<file path="config.mk">
export PLATFORM = sky130hd
export DESIGN_NAME = lsc_decode
export DESIGN_NICKNAME = d
export VERILOG_FILES = /design/src/core/lsc_pkg.sv /design/src/core/lsc_decode.sv /design/src/core/lsc_timer.sv
export SDC_FILE = /design/constraint.sdc
export NUM_CORES = 1
export LEC_CHECK = 0
export BUFFER_PORTS_ARGS = -buffer_cell sky130_fd_sc_hd__buf_2
export CAP_MARGIN = 20
export CORE_MARGIN = 2
export CORE_UTILIZATION = 35
export DETAILED_ROUTE_END_ITERATION = 12
export PLACE_DENSITY_LB_ADDON = 0.2
export RECOVER_POWER = 50
export SLEW_MARGIN = 20
export SYNTH_ARGS = -nofsm -noshare
export SYNTH_HDL_FRONTEND = slang
export SYNTH_SLANG_ARGS = --single-unit
</file>
<file path="constraint.sdc">
create_clock -name i_mclk -period 8.78 [get_ports i_mclk]
set_input_delay 1.756 -clock i_mclk [delete_from_list [all_inputs] [get_ports i_mclk]]
set_output_delay 1.756 -clock i_mclk [all_outputs]
set_load 0.02 [all_outputs]
</file>
<file path="src/core/lsc_pkg.sv">
/*
  lsc_pkg: opcode patterns, sub-opcode codes, clock counts and operation
  classes shared by the logic/string/call decoder.
  Assumes a byte-wide instruction stream and a single core clock.
*/
`default_nettype none

package lsc_pkg;

  // ==========================================================
  // opcode patterns (upper bits, low w, dw or z bits dropped; OPC_GROUP5 full byte)
  localparam logic [6:0] OPC_TEST_RM   = 7'h42; // 1000010w
  localparam logic [6:0] OPC_GROUP3    = 7'h7B; // 1111011w
  localparam logic [6:0] OPC_TEST_ACC  = 7'h54; // 1010100w
  localparam logic [5:0] OPC_OR_RM     = 6'h02; // 000010dw
  localparam logic [6:0] OPC_GROUP1    = 7'h40; // 1000000w
  localparam logic [6:0] OPC_OR_ACC    = 7'h06; // 0000110w
  localparam logic [5:0] OPC_XOR_RM    = 6'h0C; // 001100dw
  localparam logic [6:0] OPC_XOR_ACC   = 7'h1A; // 0011010w
  localparam logic [6:0] OPC_MOVE      = 7'h52; // 1010010w
  localparam logic [6:0] OPC_COMPARE   = 7'h53; // 1010011w
  localparam logic [6:0] OPC_SCAN      = 7'h57; // 1010111w
  localparam logic [6:0] OPC_LOAD      = 7'h56; // 1010110w
  localparam logic [6:0] OPC_STORE     = 7'h55; // 1010101w
  localparam logic [6:0] OPC_PORT_IN   = 7'h36; // 0110110w
  localparam logic [6:0] OPC_PORT_OUT  = 7'h37; // 0110111w
  localparam logic [6:0] OPC_ITER_PFX  = 7'h79; // 1111001z
  localparam logic [7:0] OPC_GROUP5    = 8'hFF; // 11111111

  // ==========================================================
  // modrm fields
  localparam logic [1:0] MOD_REGISTER  = 2'h3;
  localparam logic [2:0] SUB_TEST      = 3'h0;
  localparam logic [2:0] SUB_OR        = 3'h1;
  localparam logic [2:0] SUB_NOT       = 3'h2;
  localparam logic [2:0] SUB_XOR       = 3'h6;
  localparam logic [2:0] SUB_CALL_IND  = 3'h2;

  // ==========================================================
  // clock counts (byte operands, CLK_ACC_WORD for the word accumulator form)
  localparam logic [7:0] CLK_RM_REG    = 8'h03;
  localparam logic [7:0] CLK_RM_MEM    = 8'h0A;
  localparam logic [7:0] CLK_IMM_REG   = 8'h04;
  localparam logic [7:0] CLK_TEST_IMEM = 8'h0A;
  localparam logic [7:0] CLK_LOGIC_IMEM= 8'h10;
  localparam logic [7:0] CLK_ACC_BYTE  = 8'h03;
  localparam logic [7:0] CLK_ACC_WORD  = 8'h04;
  localparam logic [7:0] CLK_MOVE      = 8'h0E;
  localparam logic [7:0] CLK_COMPARE   = 8'h16;
  localparam logic [7:0] CLK_SCAN      = 8'h0F;
  localparam logic [7:0] CLK_LOAD      = 8'h0C;
  localparam logic [7:0] CLK_STORE     = 8'h0A;
  localparam logic [7:0] CLK_PORT_IN   = 8'h0E;
  localparam logic [7:0] CLK_PORT_OUT  = 8'h0E;
  localparam logic [7:0] CLK_CALL_REG  = 8'h11;
  localparam logic [7:0] CLK_CALL_MEM  = 8'h1B;
  localparam logic [7:0] CLK_WORD_XFER = 8'h04; // per memory transfer
  // repeated forms: setup, then per element
  localparam logic [7:0] REP_MOVE_SET  = 8'h08;
  localparam logic [7:0] REP_MOVE_EL   = 8'h08;
  localparam logic [7:0] REP_CMP_SET   = 8'h05;
  localparam logic [7:0] REP_CMP_EL    = 8'h16;
  localparam logic [7:0] REP_SCAN_SET  = 8'h05;
  localparam logic [7:0] REP_SCAN_EL   = 8'h0F;
  localparam logic [7:0] REP_LOAD_SET  = 8'h06;
  localparam logic [7:0] REP_LOAD_EL   = 8'h0B;
  localparam logic [7:0] REP_STORE_SET = 8'h06;
  localparam logic [7:0] REP_STORE_EL  = 8'h09;
  localparam logic [7:0] REP_PORT_SET  = 8'h08;
  localparam logic [7:0] REP_PORT_EL   = 8'h08;

  // ==========================================================
  // operation classes and operand forms
  typedef enum logic [3:0] {
    OP_NONE, OP_TEST, OP_OR, OP_XOR, OP_NOT, OP_MOVE, OP_COMPARE, OP_SCAN,
    OP_LOAD, OP_STORE, OP_PORT_IN, OP_PORT_OUT, OP_CALL
  } lsc_op_type;

  typedef enum logic [2:0] {
    FORM_NONE, FORM_RM_REG, FORM_IMM_RM, FORM_IMM_ACC, FORM_RM_ONLY,
    FORM_STRING, FORM_INDIRECT
  } lsc_form_type;

endpackage

`default_nettype wire

</file>
<file path="src/core/lsc_decode.sv">
/*
  lsc_decode: decode and timing for bit tests, disjunctions, invert,
  string operations with iteration prefix, and indirect near invoke.
  Assumes the fetch unit presents prefix, opcode and modrm together with
  a start pulse, and the datapath returns the zero flag per element.
*/
`default_nettype none

module lsc_decode #(
  parameter int CW = 16
) (
  input  wire logic          i_mclk,
  input  wire logic          i_rst_b,
  input  wire logic          i_start,
  input  wire logic          i_prefix_valid,
  input  wire logic [7:0]    i_prefix,
  input  wire logic [7:0]    i_opcode,
  input  wire logic [7:0]    i_modrm,
  input  wire logic [CW-1:0] i_count,
  input  wire logic          i_zero_flag,
  output logic               o_busy,
  output logic               o_done,
  output logic               o_unsupported,
  output logic [3:0]         o_op,
  output logic [2:0]         o_form,
  output logic               o_word,
  output logic               o_reg_dest,
  output logic               o_mem_operand,
  output logic               o_flags_only,
  output logic [1:0]         o_imm_bytes,
  output logic [1:0]         o_xfers,
  output logic               o_repeat,
  output logic               o_elem_strobe,
  output logic [CW-1:0]      o_count,
  output logic [15:0]        o_charged
);

  typedef enum logic [1:0] {ST_IDLE, ST_RUN, ST_SETUP, ST_ELEM} lsc_state_type;

  // extra clocks for a number of word memory transfers
  function automatic logic [7:0] xfer_cycles(input logic [1:0] n);
    xfer_cycles = 8'(lsc_pkg::CLK_WORD_XFER * {6'h00, n});
  endfunction

  // word penalty, none for byte operands
  function automatic logic [7:0] word_extra(input logic w, input logic [1:0] n);
    word_extra = w ? xfer_cycles(n) : 8'h00;
  endfunction

  // ==========================================================
  // combinational decode
  lsc_pkg::lsc_op_type   dec_op;
  lsc_pkg::lsc_form_type dec_form;
  logic       dec_w;
  logic       dec_d;
  logic       dec_mem;
  logic       dec_flags;
  logic [1:0] dec_imm;
  logic [1:0] dec_xfers;
  logic [7:0] dec_base;
  logic [7:0] dec_set;
  logic [7:0] dec_el;
  logic       dec_rep;
  logic [2:0] sub;

  always_comb
  begin
    sub       = i_modrm[5:3];
    dec_op    = lsc_pkg::OP_NONE;
    dec_form  = lsc_pkg::FORM_NONE;
    dec_w     = i_opcode[0];
    dec_d     = 1'b0;
    dec_mem   = (i_modrm[7:6] != lsc_pkg::MOD_REGISTER);
    dec_flags = 1'b0;
    dec_imm   = 2'h0;
    dec_xfers = 2'h0;
    dec_base  = 8'h00;
    dec_set   = 8'h00;
    dec_el    = 8'h00;
    if (i_opcode[7:1] == lsc_pkg::OPC_TEST_RM)
    begin
      dec_op    = lsc_pkg::OP_TEST;
      dec_form  = lsc_pkg::FORM_RM_REG;
      dec_flags = 1'b1;
      dec_xfers = {1'b0, dec_mem};
      dec_base  = dec_mem ? lsc_pkg::CLK_RM_MEM : lsc_pkg::CLK_RM_REG;
    end
    else if ((i_opcode[7:1] == lsc_pkg::OPC_GROUP3) && (sub == lsc_pkg::SUB_TEST))
    begin
      dec_op    = lsc_pkg::OP_TEST;
      dec_form  = lsc_pkg::FORM_IMM_RM;
      dec_flags = 1'b1;
      dec_imm   = dec_w ? 2'h2 : 2'h1;
      dec_xfers = {1'b0, dec_mem};
      dec_base  = dec_mem ? lsc_pkg::CLK_TEST_IMEM : lsc_pkg::CLK_IMM_REG;
    end
    else if ((i_opcode[7:1] == lsc_pkg::OPC_GROUP3) && (sub == lsc_pkg::SUB_NOT))
    begin
      dec_op    = lsc_pkg::OP_NOT;
      dec_form  = lsc_pkg::FORM_RM_ONLY;
      dec_xfers = dec_mem ? 2'h2 : 2'h0;
      dec_base  = dec_mem ? lsc_pkg::CLK_RM_MEM : lsc_pkg::CLK_RM_REG;
    end
    else if ((i_opcode[7:1] == lsc_pkg::OPC_TEST_ACC) ||
             (i_opcode[7:1] == lsc_pkg::OPC_OR_ACC) ||
             (i_opcode[7:1] == lsc_pkg::OPC_XOR_ACC))
    begin
      dec_op    = (i_opcode[7:1] == lsc_pkg::OPC_TEST_ACC) ? lsc_pkg::OP_TEST :
                  (i_opcode[7:1] == lsc_pkg::OPC_OR_ACC) ? lsc_pkg::OP_OR :
                  lsc_pkg::OP_XOR;
      dec_form  = lsc_pkg::FORM_IMM_ACC;
      dec_flags = (i_opcode[7:1] == lsc_pkg::OPC_TEST_ACC);
      dec_mem   = 1'b0;
      dec_imm   = dec_w ? 2'h2 : 2'h1;
      dec_base  = dec_w ? lsc_pkg::CLK_ACC_WORD : lsc_pkg::CLK_ACC_BYTE;
    end
    else if ((i_opcode[7:2] == lsc_pkg::OPC_OR_RM) ||
             (i_opcode[7:2] == lsc_pkg::OPC_XOR_RM))
    begin
      dec_op    = (i_opcode[7:2] == lsc_pkg::OPC_OR_RM) ? lsc_pkg::OP_OR : lsc_pkg::OP_XOR;
      dec_form  = lsc_pkg::FORM_RM_REG;
      dec_d     = i_opcode[1];
      dec_xfers = (dec_mem && !dec_d) ? 2'h2 : {1'b0, dec_mem};
      dec_base  = dec_mem ? lsc_pkg::CLK_RM_MEM : lsc_pkg::CLK_RM_REG;
    end
    else if ((i_opcode[7:1] == lsc_pkg::OPC_GROUP1) &&
             ((sub == lsc_pkg::SUB_OR) || (sub == lsc_pkg::SUB_XOR)))
    begin
      dec_op    = (sub == lsc_pkg::SUB_OR) ? lsc_pkg::OP_OR : lsc_pkg::OP_XOR;
      dec_form  = lsc_pkg::FORM_IMM_RM;
      dec_imm   = dec_w ? 2'h2 : 2'h1;
      dec_xfers = dec_mem ? 2'h2 : 2'h0;
      dec_base  = dec_mem ? lsc_pkg::CLK_LOGIC_IMEM : lsc_pkg::CLK_IMM_REG;
    end
    else if ((i_opcode == lsc_pkg::OPC_GROUP5) && (sub == lsc_pkg::SUB_CALL_IND))
    begin
      // indirect near invoke: push, plus a target read when the operand is in memory
      dec_op    = lsc_pkg::OP_CALL;
      dec_form  = lsc_pkg::FORM_INDIRECT;
      dec_w     = 1'b1;
      dec_xfers = dec_mem ? 2'h2 : 2'h1;
      dec_base  = dec_mem ? lsc_pkg::CLK_CALL_MEM : lsc_pkg::CLK_CALL_REG;
    end
    else
    begin
      dec_form = lsc_pkg::FORM_STRING;
      dec_mem  = 1'b1;
      case (i_opcode[7:1])
        lsc_pkg::OPC_MOVE:
        begin
          dec_op = lsc_pkg::OP_MOVE;  dec_xfers = 2'h2; dec_base = lsc_pkg::CLK_MOVE;
          dec_set = lsc_pkg::REP_MOVE_SET; dec_el = lsc_pkg::REP_MOVE_EL;
        end
        lsc_pkg::OPC_COMPARE:
        begin
          dec_op = lsc_pkg::OP_COMPARE; dec_xfers = 2'h2; dec_base = lsc_pkg::CLK_COMPARE;
          dec_flags = 1'b1; dec_set = lsc_pkg::REP_CMP_SET; dec_el = lsc_pkg::REP_CMP_EL;
        end
        lsc_pkg::OPC_SCAN:
        begin
          dec_op = lsc_pkg::OP_SCAN; dec_xfers = 2'h1; dec_base = lsc_pkg::CLK_SCAN;
          dec_flags = 1'b1; dec_set = lsc_pkg::REP_SCAN_SET; dec_el = lsc_pkg::REP_SCAN_EL;
        end
        lsc_pkg::OPC_LOAD:
        begin
          dec_op = lsc_pkg::OP_LOAD; dec_xfers = 2'h1; dec_base = lsc_pkg::CLK_LOAD;
          dec_set = lsc_pkg::REP_LOAD_SET; dec_el = lsc_pkg::REP_LOAD_EL;
        end
        lsc_pkg::OPC_STORE:
        begin
          dec_op = lsc_pkg::OP_STORE; dec_xfers = 2'h1; dec_base = lsc_pkg::CLK_STORE;
          dec_set = lsc_pkg::REP_STORE_SET; dec_el = lsc_pkg::REP_STORE_EL;
        end
        lsc_pkg::OPC_PORT_IN:
        begin
          dec_op = lsc_pkg::OP_PORT_IN; dec_xfers = 2'h1; dec_base = lsc_pkg::CLK_PORT_IN;
          dec_set = lsc_pkg::REP_PORT_SET; dec_el = lsc_pkg::REP_PORT_EL;
        end
        lsc_pkg::OPC_PORT_OUT:
        begin
          dec_op = lsc_pkg::OP_PORT_OUT; dec_xfers = 2'h1; dec_base = lsc_pkg::CLK_PORT_OUT;
          dec_set = lsc_pkg::REP_PORT_SET; dec_el = lsc_pkg::REP_PORT_EL;
        end
        default:
        begin
          dec_form = lsc_pkg::FORM_NONE;
          dec_mem  = 1'b0;
        end
      endcase
    end
    // prefix applies to string forms only
    dec_rep = i_prefix_valid && (i_prefix[7:1] == lsc_pkg::OPC_ITER_PFX) &&
              (dec_form == lsc_pkg::FORM_STRING);
  end

  // ==========================================================
  // sequencing state
  lsc_state_type st;
  lsc_state_type next_st;
  logic          load;
  logic [7:0]    load_val;
  logic          seg_last;
  logic          rep_z;
  logic          next_rep_z;
  logic [7:0]    el_cost;
  logic [7:0]    next_el_cost;
  logic          next_busy;
  logic          next_done;
  logic          next_unsup;
  logic          next_strobe;
  logic [CW-1:0] next_count;
  logic [15:0]   next_charged;
  logic [3:0]    next_op;
  logic [2:0]    next_form;
  logic [8:0]    next_flags;

  lsc_timer #(.W(8)) u_timer (
    .i_mclk  (i_mclk),
    .i_rst_b (i_rst_b),
    .i_load  (load),
    .i_value (load_val),
    .o_last  (seg_last)
  );

  // next state, timer loads and output values
  always_comb
  begin
    next_st      = st;
    load         = 1'b0;
    load_val     = 8'h00;
    next_rep_z   = rep_z;
    next_el_cost = el_cost;
    next_busy    = o_busy;
    next_done    = 1'b0;
    next_unsup   = 1'b0;
    next_strobe  = 1'b0;
    next_count   = o_count;
    next_charged = o_busy ? o_charged + 16'h0001 : o_charged;
    next_op      = o_op;
    next_form    = o_form;
    next_flags   = {o_word, o_reg_dest, o_mem_operand, o_flags_only, o_imm_bytes,
                    o_xfers, o_repeat};
    case (st)
      ST_IDLE:
        if (i_start && (dec_op == lsc_pkg::OP_NONE))
          next_unsup = 1'b1;
        else if (i_start)
        begin
          next_busy    = 1'b1;
          next_charged = 16'h0000;
          next_op      = dec_op;
          next_form    = dec_form;
          next_flags   = {dec_w, dec_d, dec_mem, dec_flags, dec_imm, dec_xfers, dec_rep};
          next_count   = i_count;
          next_rep_z   = i_prefix[0];
          next_el_cost = dec_el + word_extra(dec_w, dec_xfers);
          load         = 1'b1;
          if (dec_rep)
          begin
            load_val = dec_set;
            next_st  = ST_SETUP;
          end
          else
          begin
            load_val = dec_base + word_extra(dec_w, dec_xfers);
            next_st  = ST_RUN;
          end
        end
      ST_RUN:
        if (seg_last)
        begin
          next_busy = 1'b0;
          next_done = 1'b1;
          next_st   = ST_IDLE;
        end
      ST_SETUP:
        if (seg_last && (o_count == '0))
        begin
          next_busy = 1'b0;
          next_done = 1'b1;
          next_st   = ST_IDLE;
        end
        else if (seg_last)
        begin
          load     = 1'b1;
          load_val = el_cost;
          next_st  = ST_ELEM;
        end
      ST_ELEM:
        if (seg_last)
        begin
          next_strobe = 1'b1;
          next_count  = o_count - CW'(1);
          // count exhausted, or for compare and scan the zero flag differs from z
          if ((o_count == CW'(1)) ||
              (((o_op == lsc_pkg::OP_COMPARE) || (o_op == lsc_pkg::OP_SCAN)) &&
               (i_zero_flag != rep_z)))
          begin
            next_busy = 1'b0;
            next_done = 1'b1;
            next_st   = ST_IDLE;
          end
          else
          begin
            load     = 1'b1;
            load_val = el_cost;
          end
        end
      default:
        next_st = ST_IDLE;
    endcase
  end

  // register state and outputs
  always_ff @(posedge i_mclk)
  begin
    if (!i_rst_b)
    begin
      st            <= ST_IDLE;
      rep_z         <= 1'b0;
      el_cost       <= 8'h00;
      o_busy        <= 1'b0;
      o_done        <= 1'b0;
      o_unsupported <= 1'b0;
      o_elem_strobe <= 1'b0;
      o_count       <= '0;
      o_charged     <= 16'h0000;
      o_op          <= 4'h0;
      o_form        <= 3'h0;
      {o_word, o_reg_dest, o_mem_operand, o_flags_only, o_imm_bytes, o_xfers,
       o_repeat}    <= 9'h000;
    end
    else
    begin
      st            <= next_st;
      rep_z         <= next_rep_z;
      el_cost       <= next_el_cost;
      o_busy        <= next_busy;
      o_done        <= next_done;
      o_unsupported <= next_unsup;
      o_elem_strobe <= next_strobe;
      o_count       <= next_count;
      o_charged     <= next_charged;
      o_op          <= next_op;
      o_form        <= next_form;
      {o_word, o_reg_dest, o_mem_operand, o_flags_only, o_imm_bytes, o_xfers,
       o_repeat}    <= next_flags;
    end
  end

endmodule // lsc_decode

`default_nettype wire

</file>
<file path="src/core/lsc_timer.sv">
/*
  lsc_timer: loadable down counter that marks the last cycle of a segment.
  Assumes a load value of at least one; a load restarts the count.
*/
`default_nettype none

module lsc_timer #(
  parameter int W = 8
) (
  input  wire logic         i_mclk,
  input  wire logic         i_rst_b,
  input  wire logic         i_load,
  input  wire logic [W-1:0] i_value,
  output logic              o_last
);

  logic [W-1:0] cnt;
  logic [W-1:0] next_cnt;

  // ==========================================================
  // count down towards zero
  always_comb
  begin
    next_cnt = cnt;
    if (i_load)
      next_cnt = i_value;
    else if (cnt != '0)
      next_cnt = cnt - W'(1);
  end

  always_ff @(posedge i_mclk)
  begin
    if (!i_rst_b)
      cnt <= '0;
    else
      cnt <= next_cnt;
  end

  assign o_last = (cnt == W'(1)); // final cycle of the segment

endmodule // lsc_timer

`default_nettype wire

</file>
After elaboration in Yosys (flattened, before gate mapping). Index checks and enable logic that the tools add are counted.

Add/sub/neg operators: 5. Eq/ne operators: 37. Multiplexer cells: 142. Bitwise logic cells: 1. Reductions and logical operators: 36.

Operators with widths (count): $mux 16 (7); $mux 5 (15); $mux 4 (18); $mux 8 (9); $eq 7x7->1 const B (10); $mux 2 (26); $pmux 5 s5 (2); $mux 1 (47); $pmux 16 s2 (1); $pmux 4 s7 (1); $mux 3 (9); $pmux 8 s3 (1); $add 16x1->16 const B (1); $eq 16x1->1 const B (1); $logic_not 16->1 (1); $sub 16x1->16 const B (1); $eq 7x6->1 const B (2); $ne 2x2->1 const B (7); $pmux 4 s3 (1); $reduce_and 6->1 (2); $logic_and 1x1->1 (10); $add 8x4->8 (1); $add 8x8->8 (1); $eq 4x3->1 const B (2); other kinds (33) (45).

Flip-flop bits (word level): 71. Word-level logic and storage cells: 240.

Logic depth before layout (Yosys ltp). Gate-level depths: netlist of the first run.

Depth in word-level cells: 17. Mapped depth: 13. Depth with buffers taken out: 12.

By module. A second synthesis of the first run with hierarchy kept.

Cells, all modules: 527. Area total of the unflattened synthesis: 4169.0 µm².

By module, submodules not included: lsc_decode (times used 1, cells each 474, area an instance 3672.3 µm², sequential area each 1221.2 µm²); lsc_timer (times used 1, cells each 53, area an instance 496.7 µm², sequential area each 160.2 µm²).

Least setup slack after synthesis of the first run. No wires, ideal clock.

Path type: input to register. Start: input port i_opcode[4]. End: register u_timer.cnt[3]. Library setup time: 0.070 ns. Arrival: 4.548 ns. Setup slack: 4.162 ns. Stages on the path: 12. Path buffers: 1. Cells stage by stage: buf_2 -> or3b_1 -> a2111oi_0 -> a21oi_2 -> o21bai_1 -> a31oi_1 -> or2_2 -> ha_1 -> fa_1 -> o21ai_0 -> o2bb2a_1 -> a21oi_1.

Cells in the longest elaborated chain, start to end: 17. Elaborated cells on any way between the ends: 93.

RTL lines: start, declared (RTL line lsc_decode.sv:17) `input wire logic [7:0] i_opcode,`; $eq 7x6->1 or $eq 7x7->1 (tied branches) (RTL line lsc_decode.sv:148) `case (i_opcode[7:1])`; $reduce_or 5->1 (no source line), or another cell as far along; $pmux 2 s2 or $mux 3 (tied branches) (RTL line lsc_decode.sv:148); $mux 2 or $mux 3 (tied branches) (RTL line lsc_decode.sv:135) `else if ((i_opcode == lsc_pkg::OPC_GROUP5) && (sub == lsc_pkg::SUB_CALL_IND))`; $mux 2 or $mux 3 (tied branches) (RTL line lsc_decode.sv:126) `else if ((i_opcode[7:1] == lsc_pkg::OPC_GROUP1) &&`; $mux 2 or $mux 3 (tied branches) (RTL line lsc_decode.sv:117) `else if ((i_opcode[7:2] == lsc_pkg::OPC_OR_RM) ||`; $mux 2 or $mux 3 (tied branches) (RTL line lsc_decode.sv:104) `else if ((i_opcode[7:1] == lsc_pkg::OPC_TEST_ACC) ||`; $mux 2 or $mux 3 (tied branches) (RTL line lsc_decode.sv:97) `else if ((i_opcode[7:1] == lsc_pkg::OPC_GROUP3) && (sub == lsc_pkg::SUB_NOT))`; $mux 2 or $mux 3 (tied branches) (RTL line lsc_decode.sv:88) `else if ((i_opcode[7:1] == lsc_pkg::OPC_GROUP3) && (sub == lsc_pkg::SUB_TEST))`; $mux 2 or $mux 3 (tied branches) (RTL line lsc_decode.sv:80) `if (i_opcode[7:1] == lsc_pkg::OPC_TEST_RM)`; $mux 4 or $eq 3x3->1 (tied branches) (RTL line lsc_decode.sv:47, lsc_decode.sv:193); $add 8x4->8 or $logic_and 1x1->1 (tied branches) (RTL line lsc_decode.sv:265, lsc_decode.sv:192); $mux 8 (RTL line lsc_decode.sv:258) `if (dec_rep)`; $mux 8 (RTL line lsc_decode.sv:247) `else if (i_start)`; $mux 8 (RTL line lsc_decode.sv:245) `if (i_start && (dec_op == lsc_pkg::OP_NONE))`; $pmux 8 s3 (RTL line lsc_decode.sv:243) `case (st)`; $mux 8 (RTL line lsc_timer.sv:25) `if (i_load)`; end signal, assigned (RTL line lsc_timer.sv:36) `cnt <= next_cnt;`; end, declared (RTL line lsc_timer.sv:17) `logic [W-1:0] cnt;`.

Parallel ways exist; a longest one is shown, timed or not. A chain may end at the register's enable or synchronous reset.

Worst setup path in the final report of the first run.
Start: input port i_opcode[3]. End: register o_charged[2].

Cells in the longest elaborated chain, start to end: 13. Elaborated cells on any way between the ends: 38.

RTL lines: $eq 7x6->1, or another cell as far along (RTL line lsc_decode.sv:148); $pmux 4 s7 or $logic_and 1x1->1 (tied branches) (RTL line lsc_decode.sv:148, lsc_decode.sv:135); $mux 4 (RTL line lsc_decode.sv:135); $mux 4 (RTL line lsc_decode.sv:126); $mux 4 (RTL line lsc_decode.sv:117); $mux 4 (RTL line lsc_decode.sv:104); $mux 4 (RTL line lsc_decode.sv:97); $mux 4 (RTL line lsc_decode.sv:88); $mux 4 * (RTL line lsc_decode.sv:80); $logic_not 4->1 * (RTL line lsc_decode.sv:245); $logic_and 1x1->1 * (RTL line lsc_decode.sv:245); $mux 16 * (RTL line lsc_decode.sv:245); $mux 16 * (RTL line lsc_decode.sv:243); end signal, assigned (RTL line lsc_decode.sv:343) `o_charged <= next_charged;`; end, declared (RTL line lsc_decode.sv:35) `output logic [15:0] o_charged`.

Mark *: on every way between the ends. The rest lies on a longest branch, timed or not.

==> run metrics, run 1 <==
Residual DRC 0; first-pass GRT wire length 19,900 um; GR peak layer met2; largest area contributor in the netlist dfxtp_1; top cells by area, synth dfxtp_1 32%, nor2_1 5.3%, a21oi_1 4.8%, nand2_1 4.1%, nand3_1 3.3%; startpoint types input port; Max Cap Viol 1; Mapped Nets 595; Setup Skew 0.00599 ns; Final HPWL DP 8960 um; Max transition margin -40.9%; Final Slew Violations 18; P&R area growth vs syn 18.0%; crit path max fanout 26; CP cell instances clkbuf_1 -> or4_1 -> a21boi_0 -> o211ai_1 -> o31ai_1 -> buf_4 -> nand2_1 -> nor2_1; Tmin final 5.99 ns; iteration count of the initial detailed-routing pass 4; static leakage 1.93 nW; post-synthesis cell type count 79; Netlist Area Pre-Place 4290 um2; Initial DRC Count 318; ANT nets after route 0; Seq/Total Area, Yosys 32.2%; CP Capture Type flip-flop; site row count 40; asr flop ratio synth 0%; vias 4,297; vias in the first global route 4,021; fillers 1,255; Yosys reg bits 69; largest family of logic cells by synthesized area simple AND/OR/NAND/NOR gates; Primary FF master, synth dfxtp_1; Post-synth EDFFs 0; failing checks capacitance limit, slew limit; routed len/inst 16.0 um; Peak Freq 167 MHz; GRT overflow 0; area of placed instances 4790 um2; area fraction in compound gates after synthesis 22.9%; top post-synthesis cells by count 69 x dfxtp_1, 60 x nor2_1, 47 x nand2_1; I/O pin count 97; worst slew pin tran 2.10 ns; Combinational Power Share 23.8%; # Post-CTS Setup Buffers 0; gpl congestion 0.903; Synth Area in Simple Gates 29.9%; Fin. Hold Viols 0; final-stage net count 666; Slowest Stage Delay on Critical Path 1.69 ns; IR drop worst, VDD 0.107 mV; YS warnings 0; worst skew pair latency 0.34 ns; Synth Area in XOR/XNOR 4.50%; fraction of the mapped netlist area in adder cells 3.56%; initial core utilization 35.8%; # port buffers 93; Reg area 1380 um2; P_sw 0.000323 W; power share of the clock group 40.9%; final WL 12,200 um; M1 GR Usage 25.4%; Tot GR Track Use 18.8%; share of the synthesized area in the top cell type 32.2%; CTS H-tree lvls 3; antenna violations before repair 0; status finished with violations; worst hold path class flip-flop to flip-flop; largest net degree at the start of global routing 40; hold_buf cts 0; CTS buffer count 9; setup TNS 0 ns; switching part of the total power 31.2%; die area 13,100 um2; height of the die 115 um; Die Wd 115 um; most common cell in the synthesized netlist dfxtp_1; Seq pwr share 35.3%; Pint 0.000713 W; Setup Crit Path Kind input port to flip-flop; period utilization 68.3%; CTS tree built; Avg Inst Size Synth 7.95 um2; GRT met3 Usage 3.34%; met2 Use GR 29.9%; crit path DAT 6.25 ns; pwr dens 205 nW/um2; final non-filler cell area 5060 um2; Clk pin slew, worst setup/hold paths 0.06 ns; final setup vio count 0; slowest library cell on the worst path o31ai_1; Mapped Cells 539; clock tree buffer depth 2; CP required 9.04 ns; ant diodes 0; vias per inst 5.64; quantity of gates resized following cts 0; CTS sink cnt 69; Core ar. 12,000 um2; RSZ-0062 raised after global routing no; share of cells above drive strength 1 12.5%; root buf cell clkbuf_16; mux share of post-synthesis cell area 1.63%; Multi-input gate area 2670 um2
cells by family after synthesis:
family / Yosys count
AO/OA/AOI/OAI: 139
multiplexers: 7
buffers and inverters: 48
adder cells (fa/ha/maj): 11
AND/OR/NAND/NOR: 243
flip-flops: 69
XOR/XNOR: 22
routing by layer:
layer / up-vias / routed length (um)
li1: 2121 / -
met5: - / 0
met3: 13 / 720
met2: 139 / 5690
met4: 0 / 152
met1: 2024 / 5620
state kept, by name, indices dropped and copies added, names as in the netlist, 2 cells and up:
name	cells
el_cost	6
o_charged	16
o_count	16
o_form	3
o_imm_bytes	2
o_op	4
o_xfers	2
st	2
u_timer.cnt	8
power by group through the flow:
stage / logic [W] / clock network (W) / registers (W)
after floorplan: 0.000184 / 0 / 0.000374
after detailed placement: 0.000248 / 0 / 0.000372
after global routing: 0.000275 / 0.000447 / 0.000369
after global placement: 0.000246 / 0 / 0.000370
final: 0.000247 / 0.000424 / 0.000365
after CTS: 0.000249 / 0.000433 / 0.000365
critical path, delay by kind of cell:
kind	cells	cell delay, ns
buffers and inverters	2	1.17
AOI/OAI and AO/OA	3	2.34
and+or+nand+nor	3	0.96
cell type report:
cell class / instances / area share (%)
tap: 147 / 3.64
inverter: 11 / 0.816
clock buffer: 9 / 4.45
clock inverter: 7 / 2.45
sequential: 69 / 27.3
timing repair buffer: 97 / 8.46
multi-input combinational: 422 / 52.9
worst paths after layout:
kind,slack (ns),depth (start not counted),from,to
worst min register to register,0.46,2,o_word$_SDFFE_PN0P_,o_word$_SDFFE_PN0P_
worst min-delay path,0.46,2,o_word$_SDFFE_PN0P_,o_word$_SDFFE_PN0P_
worst max-delay path,2.79,8,i_opcode[3],o_charged[2]$_SDFF_PN0_
worst max register to register,5.86,8,o_count[0]$_SDFFE_PN0P_,u_timer.cnt[4]$_SDFFE_PN0P_
placed cells by master (no fill, tap or decap), types with 5 or more instances in the layout:
master / n
dfxtp_1: 69
nor2_1: 60
clkbuf_1: 54
nand2_1: 47
a21oi_1: 41
buf_2: 39
nand3_1: 28
nor3_1: 22
xor2_1: 16
o21ai_0: 12
o21ai_1: 11
inv_1: 10
nand2b_1: 9
ha_1: 9
clkbuf_16: 9
nand4_1: 8
nor4_1: 8
and2_1: 7
a22oi_1: 7
and3_1: 7
mux2i_1: 7
xnor2_1: 6
nand3b_1: 5
nor3b_1: 5
o211ai_1: 5
a31oi_1: 5
o31ai_1: 5
or3_1: 5
o311ai_0: 5
per-stage QoR:
stage	total power, W	setup slack [ns]	hold WS (ns)	utilization, %	cells
6_report	0.00104	2.79	0.459	42.3	762
5_1_grt	0.00109	2.26	0.474	42.3	762
4_1_cts	0.00105	4.06	0.457	43.0	762
3_5_place_dp	0.000619	3.72	0.448	40.0	746
3_3_place_gp	0.000616	3.72	0.444	40.0	746
2_1_floorplan	0.000558	4.16	0.432	-	539
No activity file was read; power rests on OpenSTA's default activity.
==> run 2, diff against run 1 <==
clock period = 5.7 ns   (was 8.78 ns; I/O delays follow)
==> run metrics, run 2 (synthesis results as in run 1) <==
vias 4,333; r2r startpoint o_count[0]$_SDFFE_PN0P_; Tot GR Track Use 19.6%; pwr dens 301 nW/um2; CTS buffer count 9; # Post-CTS Setup Buffers 0; crit path DAT 4.51 ns; CTS tree built; Pint 0.00101 W; ANT nets after route 0; setup TNS 0 ns; worst hold path class flip-flop to flip-flop; crit path max fanout 26; CP Capture Type flip-flop; fillers 1,266; Initial DRC Count 323; period utilization 74.4%; I/O pin count 97; beginning of the critical path i_opcode[3]; Core ar. 12,000 um2; quantity of gates resized following cts 0; Residual DRC 0; CTS sink cnt 69; initial core utilization 35.8%; R2R setup slack 2.74 ns; Combinational Power Share 25.5%; CTS H-tree lvls 3; Worst Setup EP u_timer.cnt[3]$_SDFFE_PN0P_; RSZ-0062 raised after global routing no; power share of the clock group 37.4%; final WL 12,700 um; commonest non-fill, non-tap cell in the layout dfxtp_1; final non-filler cell area 5040 um2; Final Slew Violations 0; gpl congestion 0.867; first-pass GRT wire length 20,600 um; Post-Route Utilization 42.1%; P_sw 0.000506 W; startpoint types input port; reg2reg path depth 8; Die Wd 115 um; Worst R2R End u_timer.cnt[2]$_SDFFE_PN0P_; # port buffers 93; GRT overflow 0; iteration count of the initial detailed-routing pass 4; vias per inst 5.68; Setup Crit Path Kind input port to flip-flop; Fin. Hold Viols 0; Clk pin slew, worst setup/hold paths 0.06 ns; ant diodes 0; static leakage 1.92 nW; clock tree buffer depth 2; CP required 5.97 ns; status finished clean; IR drop worst, VDD 0.141 mV; Peak Freq 236 MHz; biggest regs o_charged (16), o_count (16), u_timer.cnt (8); hold_buf cts 0; antenna violations before repair 0; final setup vio count 0; die area 13,100 um2; Final HPWL DP 9090 um; Seq pwr share 37.1%; final-stage net count 667; largest net degree at the start of global routing 40; worst slew pin tran 1.03 ns; Setup Skew 0.0132 ns; site row count 40; routed len/inst 16.7 um; most frequent cells in the layout 69 x dfxtp_1, 60 x nor2_1, 54 x clkbuf_1, 47 x nand2_1, 41 x a21oi_1; root buf cell clkbuf_16; P&R area growth vs syn 17.6%; Tmin final 4.24 ns; area of placed instances 4810 um2; share of cells above drive strength 1 12.8%; worst skew pair latency 0.34 ns; height of the die 115 um; switching part of the total power 33.4%; Max transition margin 31.1%; vias in the first global route 4,120; Max Cap Viol 0
## run 2: worst min path at each step
| stage | startpoint | end | slack [ns] | cells after the start |
|---|---|---|---|---|
| 2_1_floorplan | el_cost[4]$_SDFFE_PN0P_ | el_cost[4]$_SDFFE_PN0P_ | 0.43 | 2 |
| 6_report | o_word$_SDFFE_PN0P_ | o_word$_SDFFE_PN0P_ | 0.46 | 2 |
| 3_5_place_dp | o_word$_SDFFE_PN0P_ | o_word$_SDFFE_PN0P_ | 0.45 | 2 |
| 4_1_cts | o_imm_bytes[1]$_SDFFE_PN0P_ | o_imm_bytes[1]$_SDFFE_PN0P_ | 0.46 | 2 |
| 5_1_grt | o_word$_SDFFE_PN0P_ | o_word$_SDFFE_PN0P_ | 0.48 | 2 |
| 3_3_place_gp | o_imm_bytes[0]$_SDFFE_PN0P_ | o_imm_bytes[0]$_SDFFE_PN0P_ | 0.45 | 2 |
## run 2: stage by stage
step	instances	total power (W)	hold slack, ns	setup WS (ns)
floorplan	539	0.000859	0.432	1.70
global placement	747	0.000951	0.446	1.29
detailed placement	747	0.000956	0.452	1.27
CTS	763	0.00153	0.463	1.59
global route	763	0.00160	0.476	1.26
finish	763	0.00152	0.456	1.46
## run 2: worst max-delay path, stage by stage
cell,delay [ns]
buf_2,0.35
or3b_1,0.43
a2111oi_0,0.60
a21oi_2,0.17
o21bai_1,0.25
a31oi_1,0.07
or2_2,0.29
ha_1,0.21
fa_1,0.48
o21ai_0,0.08
o2bb2a_1,0.32
a21oi_1,0.12
## run 2: final cells by class
type / instances / area [um2] / share of cell area (%)
multi-input cells: 422 / 2690 / 53.3
flip-flops and latches: 69 / 1380 / 27.4
repair buffers: 98 / 448 / 8.89
clock buffers: 9 / 225 / 4.47
well taps: 147 / 184 / 3.65
clock inverters: 7 / 73.8 / 1.46
inverters: 11 / 41.3 / 0.819
## run 2: power by group through the flow
stage	Clock, W	Sequential [W]	Combinational (W)
2_1_floorplan	0	0.000576	0.000284
3_3_place_gp	0	0.000570	0.000381
3_5_place_dp	0	0.000572	0.000384
4_1_cts	0.000580	0.000562	0.000386
5_1_grt	0.000600	0.000569	0.000428
6_report	0.000567	0.000563	0.000387
## run 2: routing by layer
metal | up-vias | global-route usage [%] | share of wire [%]
met5 | - | 0 | 0
met4 | 0 | 7.48 | 1.8
met3 | 20 | 3.39 | 5.1
met2 | 136 | 31.8 | 45
met1 | 2051 | 25.8 | 48
li1 | 2126 | - | -
==> run 3, diff against run 2 <==
ABC_AREA = 1   (was not set)
clock period = 3.6 ns   (was 5.7 ns; I/O delays follow)
==> run metrics, run 3 <==
status finished clean; hold_buf cts 0; I/O pin count 97; Die Wd 117 um; area of placed instances 5100 um2; top post-synthesis cells by count 128 x nand2_1, 118 x nor2_1, 79 x inv_1; vias 4,713; Tmin final 3.07 ns; P_sw 0.00111 W; root buf cell clkbuf_16; Metal-1 WL 5900 um; Tot GR Track Use 18.9%; CP required 3.86 ns; final std cells w/o fill 960; fillers 1,376; initial core utilization 35.7%; crit path DAT 3.33 ns; Setup Skew 0.00803 ns; Peak Freq 326 MHz; post-synthesis cell type count 45; Post-synth EDFFs 0; worst skew pair latency 0.33 ns; share of the synthesized area in the top cell type 30.8%; top cells by area, synth dfxtp_1 31%, nand2_1 11%, nor2_1 9.9%, inv_1 6.6%, o21ai_0 6.4%; gpl congestion 0.881; Core ar. 12,600 um2; Seq pwr share 33.3%; ant diodes 0; period utilization 85.3%; Yosys reg bits 69; startpoint types input port; vias in the first global route 4,275; Final HPWL DP 9610 um; CTS H-tree lvls 3; Netlist Area Pre-Place 4490 um2; commonest non-fill, non-tap cell in the layout nand2_1; final setup vio count 0; Max transition margin 53.8%; YS warnings 0; Seq/Total Area, Yosys 30.8%; most frequent cells in the layout 129 x nand2_1, 119 x nor2_1, 80 x inv_1, 69 x dfxtp_1, 57 x o21ai_0; Avg Inst Size Synth 6.49 um2; # Post-CTS Setup Buffers 0; Final Slew Violations 0; share of cells above drive strength 1 12.7%; Mapped Nets 747; Fin. Hold Viols 0; RSZ-0062 raised after global routing no; met3 wire length 444 um; setup TNS 0 ns; largest net degree at the start of global routing 38; clock tree buffer depth 2; Combinational Power Share 36.2%; power share of the clock group 30.5%; dpl cells 945; Primary FF master, synth dfxtp_1; asr flop ratio synth 0%; final non-filler cell area 5300 um2; CTS tree built; final WL 12,900 um; vias per inst 4.91; largest area contributor in the netlist dfxtp_1; Setup Crit Path Kind input port to flip-flop; Clk pin slew, worst setup/hold paths 0.06 ns; die area 13,700 um2; site row count 41; met2 WL 6310 um; iteration count of the initial detailed-routing pass 5; Mapped Cells 691; switching part of the total power 39.1%; ANT nets after route 0; final-stage net count 840; CTS sink cnt 69; worst hold path class flip-flop to flip-flop; Initial DRC Count 274; quantity of gates resized following cts 0; height of the die 117 um; CP Capture Type flip-flop; routed len/inst 13.4 um; biggest regs o_charged (16), o_count (16), u_timer.cnt (8); crit path max fanout 7; pwr dens 536 nW/um2; worst slew pin tran 0.689 ns; most common cell in the synthesized netlist nand2_1; antenna violations before repair 0; first-pass GRT wire length 20,400 um; Pint 0.00173 W; Residual DRC 0; IR drop worst, VDD 0.235 mV; Max Used Layer met4; CTS buffer count 9; GRT overflow 0; static leakage 2.54 nW; Max Cap Viol 0; # port buffers 93; P&R area growth vs syn 18.2%
## run 3: metrics by stage
stage	util, %	hold WS (ns)	power [W]	setup WS, ns
6_report	42.2	0.475	0.00284	0.530
5_1_grt	42.2	0.498	0.00306	0.292
4_1_cts	42.8	0.477	0.00287	0.610
3_5_place_dp	40.5	0.465	0.00199	0.263
3_3_place_gp	40.5	0.463	0.00198	0.295
2_1_floorplan	-	0.451	0.00174	0.811
## run 3: path summary, 6_finish.rpt
| kind | start | endpoint | slack, ns | cells past startpoint |
|---|---|---|---|---|
| setup / recovery | i_opcode[1] | u_timer.cnt[3]$_SDFFE_PN0P_ | 0.53 | 18 |
| hold / removal | o_imm_bytes[0]$_SDFFE_PN0P_ | o_imm_bytes[0]$_SDFFE_PN0P_ | 0.47 | 2 |
| setup reg to reg | o_count[0]$_SDFFE_PN0P_ | u_timer.cnt[0]$_SDFFE_PN0P_ | 1.32 | 16 |
| hold reg to reg | o_imm_bytes[0]$_SDFFE_PN0P_ | o_imm_bytes[0]$_SDFFE_PN0P_ | 0.47 | 2 |
## run 3: cells by family (layout without fill, tap and decap cells)
logic type / Yosys count / count (layout) / synth area share, %
flops: 69 / 69 / 30.8
simple gates: 362 / 362 / 36.2
compound gates: 120 / 120 / 15.0
xor+xnor: 24 / 24 / 4.69
fa+ha+maj: 11 / 11 / 3.40
buf+inv: 105 / 202 / 9.96
## run 3: power groups by stage
stage | Combinational (W) | Clock (W) | Sequential, W
after floorplan | 0.000738 | 0 | 0.00100
after global placement | 0.00102 | 0 | 0.000957
after detailed placement | 0.00103 | 0 | 0.000960
after CTS | 0.00104 | 0.000887 | 0.000944
after global routing | 0.00118 | 0.000922 | 0.000960
final | 0.00103 | 0.000866 | 0.000947
## run 3: metal layers
| metal | global-route usage [%] | vias up |
|---|---|---|
| li1 | - | 2438 |
| met1 | 23.5 | 2147 |
| met2 | 33.0 | 111 |
| met3 | 3.45 | 17 |
| met4 | 6.04 | 0 |
| met5 | 0 | - |
## run 3: cell type report
| type | instances | area, um2 | share of cell area (%) |
|---|---|---|---|
| multi-input combinational | 517 | 2640 | 49.8 |
| sequential | 69 | 1380 | 26.0 |
| timing repair buffer | 98 | 438 | 8.26 |
| inverter | 89 | 339 | 6.39 |
| clock buffer | 9 | 225 | 4.25 |
| tap | 172 | 215 | 4.06 |
| clock inverter | 6 | 63.8 | 1.20 |
## run 3: worst max-delay path: stages
cell and delay [ns]:
buf_2 0.19, inv_1 0.10, nand2_1 0.12, nor2_1 0.08
nand2_1 0.19, inv_1 0.09, o21ai_0 0.33, o211ai_1 0.15
nand2_1 0.13, nor2_1 0.07, ha_1 0.22, fa_1 0.48
inv_1 0.04, nand2_1 0.05, o21ai_0 0.08, o21ai_1 0.12
inv_1 0.05, a21oi_1 0.10
